===== src/exec_pkg.sv =====
/*
  shared constants for the partial instruction executor: opcode encoding,
  widths, reset values and cycle counts.
  assumes one clock domain and a synchronous active-high reset.
*/
package exec_pkg;
  localparam int PC_W = 15;
  localparam int DATA_W = 8;
  localparam int FILE_ADDR_W = 7;
  localparam int LIT_W = 11;
  localparam int LATCH_W = 7;
  localparam logic [14:0] PC_RESET = 15'h0000;
  localparam logic [7:0] ACC_RESET = 8'h00;
  localparam logic [7:0] FILE_RESET = 8'h00;
  localparam logic ZERO_RESET = 1'b0;
  localparam int LONG_CYCLES = 2;
  localparam int SHORT_CYCLES = 1;

  typedef enum logic [2:0] {
    OP_BRANCH_REL_ACC = 3'h0,
    OP_CALL_ABS = 3'h1,
    OP_BIT_SET = 3'h2,
    OP_CALL_VIA_ACC = 3'h3,
    OP_INVERT_FILE = 3'h4,
    OP_ZERO_FILE = 3'h5,
    OP_DECREMENT_FILE = 3'h6,
    OP_ZERO_ACC = 3'h7
  } op_t;
endpackage

===== src/core_branch_call_clear_ops.sv =====
/*
  executes branch-by-acc, absolute call, call-via-acc, bit set, invert,
  decrement, clear-file and clear-acc; owns pc, acc, zero flag, file regs
  and the return stack top.
  ignores op_valid while op_ready is low and assumes the fetch side
  holds operands stable for the cycle in which the op is taken.
*/
`timescale 1ns/1ps
module core_branch_call_clear_ops #(
  parameter int FILE_DEPTH = 128
) (
  input wire logic clk,
  input wire logic reset,
  input wire logic op_valid,
  input wire logic [2:0] op_code,
  input wire logic [10:0] op_literal,
  input wire logic [6:0] op_file_addr,
  input wire logic [2:0] op_bit,
  input wire logic op_dest,
  input wire logic [6:0] upper_pc_latch,
  output logic op_ready,
  output logic [14:0] pc,
  output logic [7:0] acc,
  output logic zero_flag,
  output logic [14:0] stack_top_entry,
  output logic stack_push
);
  typedef enum logic {ST_IDLE, ST_SECOND} phase_t;

  typedef struct packed {
    phase_t phase;
    logic [14:0] pc;
    logic [7:0] acc;
    logic zero;
    logic [14:0] ret_addr;
    logic push;
  } state_t;

  // depths that the 7-bit file address cannot serve are refused at elaboration
  if (FILE_DEPTH < 1 || FILE_DEPTH > 128) begin : g_depth_check
    $error("FILE_DEPTH must be 1..128");
  end

  // file array held outside the struct: 128 bytes is too wide to pack sensibly
  logic [7:0] file_mem [FILE_DEPTH];
  logic file_we;
  logic [7:0] file_wdata;
  state_t state_reg, state_next;

  // zero test shared by the invert and decrement ops; the clear ops set zero directly
  function automatic logic is_zero(input logic [7:0] v);
    return (v == exec_pkg::FILE_RESET);
  endfunction

  // pc+1 is the return address and the branch base alike
  function automatic logic [14:0] pc_inc(input logic [14:0] p);
    return p + 15'h0001;
  endfunction

  logic [7:0] file_rd;
  assign file_rd = file_mem[op_file_addr];

  // decode and execute; long ops park one dead cycle in ST_SECOND
  always_comb begin
    logic [7:0] res;
    res = 8'h00;
    state_next = state_reg;
    state_next.push = 1'b0;
    file_we = 1'b0;
    file_wdata = 8'h00;
    case (state_reg.phase)
      ST_SECOND: begin
        state_next.phase = ST_IDLE; // second cycle of a two-cycle op
      end
      ST_IDLE: begin
        if (op_valid) begin
          state_next.pc = pc_inc(state_reg.pc);
          case (exec_pkg::op_t'(op_code))
            exec_pkg::OP_BRANCH_REL_ACC: begin
              state_next.pc = pc_inc(state_reg.pc) + {7'h00, state_reg.acc};
              state_next.phase = ST_SECOND;
            end
            exec_pkg::OP_CALL_ABS: begin
              state_next.ret_addr = pc_inc(state_reg.pc);
              state_next.push = 1'b1;
              state_next.pc = {upper_pc_latch[6:3], op_literal};
              state_next.phase = ST_SECOND;
            end
            exec_pkg::OP_CALL_VIA_ACC: begin
              state_next.ret_addr = pc_inc(state_reg.pc);
              state_next.push = 1'b1;
              state_next.pc = {upper_pc_latch, state_reg.acc};
              state_next.phase = ST_SECOND;
            end
            exec_pkg::OP_BIT_SET: begin
              file_we = 1'b1;
              file_wdata = file_rd | (8'h01 << op_bit);
            end
            exec_pkg::OP_INVERT_FILE, exec_pkg::OP_DECREMENT_FILE: begin
              // modulo-256 wrap, no carry kept
              res = (op_code == exec_pkg::OP_INVERT_FILE) ? ~file_rd
                                                          : file_rd - 8'h01;
              state_next.zero = is_zero(res);
              if (op_dest) begin
                file_we = 1'b1;
                file_wdata = res;
              end else begin
                state_next.acc = res;
              end
            end
            exec_pkg::OP_ZERO_FILE: begin
              file_we = 1'b1;
              file_wdata = exec_pkg::FILE_RESET;
              state_next.zero = 1'b1;
            end
            exec_pkg::OP_ZERO_ACC: begin
              state_next.acc = exec_pkg::ACC_RESET;
              state_next.zero = 1'b1;
            end
            default: begin
              state_next.pc = state_reg.pc;
            end
          endcase
        end
      end
      default: state_next.phase = ST_IDLE;
    endcase
  end

  // state register; file cleared on reset so reads are never unknown
  always_ff @(posedge clk) begin
    if (reset) begin
      state_reg <= '{phase: ST_IDLE, pc: exec_pkg::PC_RESET, acc: exec_pkg::ACC_RESET,
                     zero: exec_pkg::ZERO_RESET, ret_addr: exec_pkg::PC_RESET, push: 1'b0};
      for (int i = 0; i < FILE_DEPTH; i++) begin
        file_mem[i] <= exec_pkg::FILE_RESET;
      end
    end else begin
      state_reg <= state_next;
      if (file_we) begin
        file_mem[op_file_addr] <= file_wdata;
      end
    end
  end

  assign op_ready = (state_reg.phase == ST_IDLE);
  assign pc = state_reg.pc;
  assign acc = state_reg.acc;
  assign zero_flag = state_reg.zero;
  assign stack_top_entry = state_reg.ret_addr;
  assign stack_push = state_reg.push;

  // checks
  logic op_fire;
  assign op_fire = op_valid && op_ready;

  a_branch_target: assert property (@(posedge clk) disable iff (reset)
    op_fire && op_code == exec_pkg::OP_BRANCH_REL_ACC
    |=> pc == $past(pc) + 15'h0001 + {7'h00, $past(acc)})
    else $error("branch target wrong");
  // the held request in the dead cycle must not move pc again
  a_branch_timing: assert property (@(posedge clk) disable iff (reset)
    op_fire && op_code == exec_pkg::OP_BRANCH_REL_ACC
    |=> !op_ready && $stable(zero_flag) && $stable(acc) ##1 op_ready && $stable(pc))
    else $error("branch timing or flags wrong");
  a_call_abs_pc: assert property (@(posedge clk) disable iff (reset)
    op_fire && op_code == exec_pkg::OP_CALL_ABS
    |=> pc == {$past(upper_pc_latch[6:3]), $past(op_literal)} && stack_push)
    else $error("absolute call target wrong");
  a_call_abs_ret: assert property (@(posedge clk) disable iff (reset)
    op_fire && op_code == exec_pkg::OP_CALL_ABS |=> stack_top_entry == $past(pc) + 15'h0001)
    else $error("absolute call return address wrong");
  a_call_abs_flags: assert property (@(posedge clk) disable iff (reset)
    op_fire && op_code == exec_pkg::OP_CALL_ABS
    |=> !op_ready ##1 op_ready && $stable(zero_flag))
    else $error("absolute call timing or flags wrong");
  a_call_acc_pc: assert property (@(posedge clk) disable iff (reset)
    op_fire && op_code == exec_pkg::OP_CALL_VIA_ACC
    |=> pc == {$past(upper_pc_latch), $past(acc)} && stack_top_entry == $past(pc) + 15'h0001)
    else $error("call via acc wrong");
  a_call_acc_time: assert property (@(posedge clk) disable iff (reset)
    op_fire && op_code == exec_pkg::OP_CALL_VIA_ACC |=> !op_ready && $stable(zero_flag))
    else $error("call via acc not two cycles");
  // the stored byte is judged, not the write strobe, so a lost write shows
  a_bit_set: assert property (@(posedge clk) disable iff (reset)
    op_fire && op_code == exec_pkg::OP_BIT_SET
    |=> file_mem[$past(op_file_addr)][$past(op_bit)] && $stable(zero_flag) && $stable(acc)
        && (file_mem[$past(op_file_addr)] | (8'h01 << $past(op_bit)))
           == ($past(file_rd) | (8'h01 << $past(op_bit))))
    else $error("bit set failed");
  a_invert_acc: assert property (@(posedge clk) disable iff (reset)
    op_fire && op_code == exec_pkg::OP_INVERT_FILE && !op_dest
    |=> acc == ~$past(file_rd) && zero_flag == ($past(file_rd) == 8'hff))
    else $error("invert into acc wrong");
  a_invert_file: assert property (@(posedge clk) disable iff (reset)
    op_fire && op_code == exec_pkg::OP_INVERT_FILE && op_dest
    |=> file_mem[$past(op_file_addr)] == ~$past(file_rd) && $stable(acc)
        && zero_flag == ($past(file_rd) == 8'hff))
    else $error("invert into file wrong");
  a_zero_file: assert property (@(posedge clk) disable iff (reset)
    op_fire && op_code == exec_pkg::OP_ZERO_FILE
    |=> zero_flag && op_ready && file_mem[$past(op_file_addr)] == 8'h00)
    else $error("clear file flag wrong");
  a_decrement_acc: assert property (@(posedge clk) disable iff (reset)
    op_fire && op_code == exec_pkg::OP_DECREMENT_FILE && !op_dest
    |=> acc == $past(file_rd) - 8'h01 && zero_flag == ($past(file_rd) == 8'h01))
    else $error("decrement into acc wrong");
  a_decrement_file: assert property (@(posedge clk) disable iff (reset)
    op_fire && op_code == exec_pkg::OP_DECREMENT_FILE && op_dest
    |=> file_mem[$past(op_file_addr)] == $past(file_rd) - 8'h01 && $stable(acc)
        && zero_flag == ($past(file_rd) == 8'h01))
    else $error("decrement into file wrong");
  a_zero_acc: assert property (@(posedge clk) disable iff (reset)
    op_fire && op_code == exec_pkg::OP_ZERO_ACC |=> acc == 8'h00 && zero_flag && op_ready)
    else $error("clear acc wrong");

  c_branch: cover property (@(posedge clk) op_fire && op_code == exec_pkg::OP_BRANCH_REL_ACC);
  c_call_abs: cover property (@(posedge clk) op_fire && op_code == exec_pkg::OP_CALL_ABS);
  c_dec_wrap: cover property (@(posedge clk)
    op_fire && op_code == exec_pkg::OP_DECREMENT_FILE && file_rd == 8'h00);
  c_invert_file: cover property (@(posedge clk)
    op_fire && op_code == exec_pkg::OP_INVERT_FILE && op_dest);
endmodule


===== config.mk =====
export PLATFORM = sky130hd
export DESIGN_NAME = core_branch_call_clear_ops
export DESIGN_NICKNAME = d
export VERILOG_FILES = /design/src/exec_pkg.sv /design/src/core_branch_call_clear_ops.sv
export SDC_FILE = /design/constraint.sdc
export NUM_CORES = 2
export LEC_CHECK = 0
export BUFFER_PORTS_ARGS = -buffer_cell sky130_fd_sc_hd__buf_4
export CELL_PAD_IN_SITES_DETAIL_PLACEMENT = 1
export CELL_PAD_IN_SITES_GLOBAL_PLACEMENT = 1
export CORE_ASPECT_RATIO = 2
export CORE_MARGIN = 1.5
export CORE_UTILIZATION = 40
export DETAILED_ROUTE_END_ITERATION = 8
export PLACE_DENSITY_LB_ADDON = 0.1
export SYNTH_ARGS = -nofsm -noshare
export SYNTH_HDL_FRONTEND = slang
export SYNTH_SLANG_ARGS = --single-unit

===== constraint.sdc =====
create_clock -name clk -period 4 [get_ports clk]
set_input_delay 0.2 -clock clk [delete_from_list [all_inputs] [get_ports clk]]
set_output_delay 0.2 -clock clk [all_outputs]
set_load 0.03 [all_outputs]

[Yosys cells after proc, flatten, opt, wreduce, memory -nomap -nowiden]
Memories as Yosys holds them, arrays and structs flattened.
Cells that the tools add are included.
Storage, ports and cells
  register bits: 41
  bits in writable memories: 1024
  bits of input ports: 35
  memories: 1
Memories
  file_mem: depth 128, width 8, read ports 1, clocked after Yosys merged registers in 0, write ports 128, RTL line core_branch_call_clear_ops.sv:45  | logic [7:0] file_mem [FILE_DEPTH];
Operators by class
  add/subtract/negate cells: 3
  eq/ne operators: 8
  shift-type cells: 1
  multiplexer cells: 24
  bitwise logic cells: 4
  reductions and logical operators: 14
Operator list (number)
  two-way mux 8 bit: 6
  one-hot mux 16 bit (3 select lines): 1
  two-way mux 41 bit: 1
  one-hot mux 8 bit (2 select lines): 2
  two-way mux 16 bit: 1
  adder 15 x 1 -> 15 bit, second input constant: 1
  adder 15 x 8 -> 15 bit: 1
  equality test 3 bit, second input constant: 4
  two-way mux 1 bit: 9
  logical NOT 8 bit: 1
  inverter 8 bit: 1
  bitwise OR 8 bit: 1
  OR reduction 2 bit: 4
  OR reduction 8 bit: 1
  left shift 1 x 3 -> 8 bit, first input constant: 1
  subtractor 8 x 1 -> 8 bit, second input constant: 1
  two-way mux 7 bit: 1
  equality test 3 x 2 -> 1 bit, second input constant: 2
  one-hot mux 1 bit (2 select lines): 3
  AND reduction 3 bit: 2
  AND reduction 4 bit: 1
  nonzero test 2 bit: 2
  equality test 3 x 1 -> 1 bit, second input constant: 1
  logical NOT 3 bit: 1
  4 further kinds: 5

[Depth between registers and ports, before layout]
  depth after elaboration: 10
  gate-level depth with buffers: 20
  depth with buffers taken out: 14

[Worst setup path after synthesis]
Ideal clock, no wire load.
  path type: in2reg
  from: input port op_file_addr[0]
  to: memory file_mem[80][4], data pin
  arrival: 3.270 ns
  data required time: 3.735 ns
  slack: 0.466 ns
  cell stages on the path: 16
  buffers on the path: 5
  path through: buf_6 > buf_6 > buf_6 > mux4_2 > a2111oi_0 > a31oi_1 > a41oi_4 > ha_1 > inv_1 > o41ai_2 > xnor2_1 > a21o_1 > nand2_1 > buf_2 > buf_4 > nor2_1
RTL lines
  start, declared: RTL line core_branch_call_clear_ops.sv:17  | input wire logic [6:0] op_file_addr,
  end, declared: RTL line core_branch_call_clear_ops.sv:45

==> metrics <==
global placer's final weighted congestion around 0.96; Final ANT Viol Nets 0; largest register by flop count file_mem; number of global-route vias before repair roughly 38k; post-synthesis sequential area ratio 63.5%; Post-Synth Simple-Gate Area 15.4%; Sink Count approximately 1.1k; fill count about 13k; GRT met3 Usage between 5 and 6%; CP max stage cell mux4_2; detailed-route via count ~36k; Synth Net Count roughly 4k; IO Count 76; hold slack ~28 ps; adder-cell share of the synthesized area less than 1%; Final nets roughly 4.4k; top_reg_cell synth edfxtp_1; grt met2 use slightly below 60%; CP max stage delay ~610 ps; largest cells by area after synthesis edfxtp_1 62%, nor2_1 6.9%, mux4_2 5.3%; min-delay worst type input port to flop; total power roughly 26,000 uW; Most Crowded Layer GR met2; gr usage total 32.6%; Max-Cap Viols 0; Seq cells post-synth approximately 1.1k; Max Clock Freq about 0.25 GHz; initial antenna violation count 4; Critical Path Fanout Max 11; worst slew pin tran 1030 ps; full die area roughly 0.13 sq mm; Syn Area/Cell 12.7 sq um; max reg flops between 1k and 1.5k; multiplexer share of the synthesized area 8.50%; First-pass DRT Iterations 5; post-synthesis cell type count 88; total detailed-routing wirelength 205,000 um; Final HPWL DP around 150,000 um; commonest non-fill, non-tap cell in the layout edfxtp_1; Placement Rows between 150 and 200; CTS Root Cell clkbuf_16; WS Path Type flop to flop; Syn Std Cell Area ~0.050 sq mm; Final Hold Viols 0; CTS H-tree lvls 3; Die Y approximately 500 um; min cycle time layout between 3000 and 4000 ps; status completed; final setup fails 0; Area Overhead vs Synth 20.7%; Initial DRC Count approximately 3k; Mapped Cells ~4k; Async SR Flop Fraction 0%; Period Utilization, post-route approximately 99%; met1 Track Usage GR 34.2%; total congestion overflow 0; initial core utilization 40.4%; CP top delay family compound AO/OA/AOI/OAI gates; Floorplan Core Area between 0.1 and 0.15 sq mm; CP dominant cell by count buf_12; CP Data Required Time roughly 4600 ps; RSZ-0062 raised after global routing yes; Setup TNS Final 0 ps; CTS tree yes; footprint of the multi-input gates roughly 0.016 sq mm; CTS Buffer Depth 3; post-synthesis compound-gate area fraction ~7.4%; relative slew slack 31.3%; Worst setup EP type flop; WP data arrival 4550 ps; startpoint types flop; Reg area about 0.032 sq mm; synth warn 0; number of synthesized flops with an enable pin ~1.0k; worst skew pair latency around 750 ps; Die Span X around 250 um; biggest area consumer among synthesized cells edfxtp_1; largest net degree at the start of global routing 147; Worst-path clk slew ~70 ps; clock skew 33.2 ps; Slew Viols, Final 0; DRC Markers 0; non-filler instance count after layout slightly above 6k; most frequent cells in the layout 1,024 x edfxtp_1, 911 x nor2_1, 578 x buf_4; post-placement cell count 5,897; Critical path buffers and inverters 5; share of the synthesized area in the top cell type about three fifths; share of post-route cells with drive strength above 1 a little over a quarter; CP cell instances mux4_2 -> mux2_4 -> a22oi_2 -> o21ai_4 -> and4bb_4 -> o2111ai_4 -> buf_6 -> and4_1 -> a41oi_2 -> a31oi_4 -> buf_12 -> buf_12 -> buf_16 -> buf_12 -> nor2_1; P per Cell Area around 430 mW/mm^2; first-pass GRT wire length roughly 290,000 um; Leakage a little over 0.02 uW; Peak supply drop about 0.33 mV; drt via density 5.91; drt wl/cell 33.5 um; main combinational cell family by area after synthesis simple AND/OR/NAND/NOR gates; xor-xnor portion of the synthesized cell area less than 1%; PortBufs 75; total CTS buffers 101
## cell usage after synthesis, types with 11 or more instances
cell type and n:
a211oi_1 13, a21oi_1 69, a221oi_1 102, a22oi_1 57, buf_1 11, buf_12 11, buf_2 90, buf_4 86
buf_6 30, clkbuf_1 117, dfxtp_1 41, edfxtp_1 1024, inv_1 21, mux2_2 55, mux2i_1 87, mux4_2 118
nand2_1 354, nand2b_1 24, nand3_1 28, nand3b_1 11, nand4_1 11, nor2_1 915, nor2_4 100, nor2b_1 13
nor3_1 168, o211ai_1 11, o21ai_0 58, o21ai_1 11, o221ai_1 16, o22ai_1 43, o2bb2ai_1 12, xnor2_1 15
## area by class of cell
cell class	instances	share of cell area, %
Multi-Input combinational cell	2475	27.1
Timing Repair Buffer	699	11.1
Clock inverter	61	1.16
Antenna cell	4	0.0167
Clock buffer	123	4.44
Sequential cell	1065	52.6
Tap cell	1656	3.45
Inverter	24	0.161
## timing repair
action / in CTS / in global routing
setup buffers: 9 / 5
setup endpoints to repair: 385 / 574
hold buffers: 7 / 0
gates resized for setup: 26 / 21
endpoints found under the hold margin: 9 / 0
cloned: 2 / 2
pin swaps: 9 / 9
## cell families after synthesis
| family | count (synthesis) |
|---|---|
| flip-flops | 1065 |
| XOR/XNOR | 24 |
| AND/OR/NAND/NOR | 1677 |
| AO/OA/AOI/OAI | 496 |
| adder cells (fa/ha/maj) | 11 |
| buffers and inverters | 370 |
| multiplexers | 267 |
## final timing paths
kind | start | end | slack [ps] | depth (start not counted)
max | file_mem[88][7] | file_mem[5][7] | 30 | 15
min | op_literal[4] | pc[4] | 30 | 5
max reg2reg | file_mem[88][7] | file_mem[5][7] | 30 | 15
min reg2reg | stack_top_entry[1] | stack_top_entry[1] | 460 | 2
## per-layer routing
metal	part of all wire (%)	up-vias
met5	0.015	-
met4	8.7	4
met3	5.5	541
met2	52	1349
met1	34	18838
li1	-	15334
## tightest hold or removal path, stage by stage
cell      delay, ps
buf_4            80
mux2i_1          50
a21oi_1         140
o221ai_1        120
a21oi_1         140
## power by group
| part | internal, uW | total (uW) | switching (uW) |
|---|---|---|---|
| logic | 1130 | 3160 | 2030 |
| registers | 12600 | 12700 | 150 |
| clock network | 5540 | 10100 | 4550 |
## per-stage QoR
stage / utilization, % / worst slack, ps / cell area [sq um]
after global placement: 45.5 / -866 / 56100
after detailed placement: 45.5 / -818 / 56100
after global routing: 48.7 / -47.1 / 60000
after CTS: 48.5 / 0.266 / 59800
after floorplan: - / 466 / 49700
final: 48.7 / 34.7 / 60000
No activity file was read; power rests on OpenSTA's default activity.
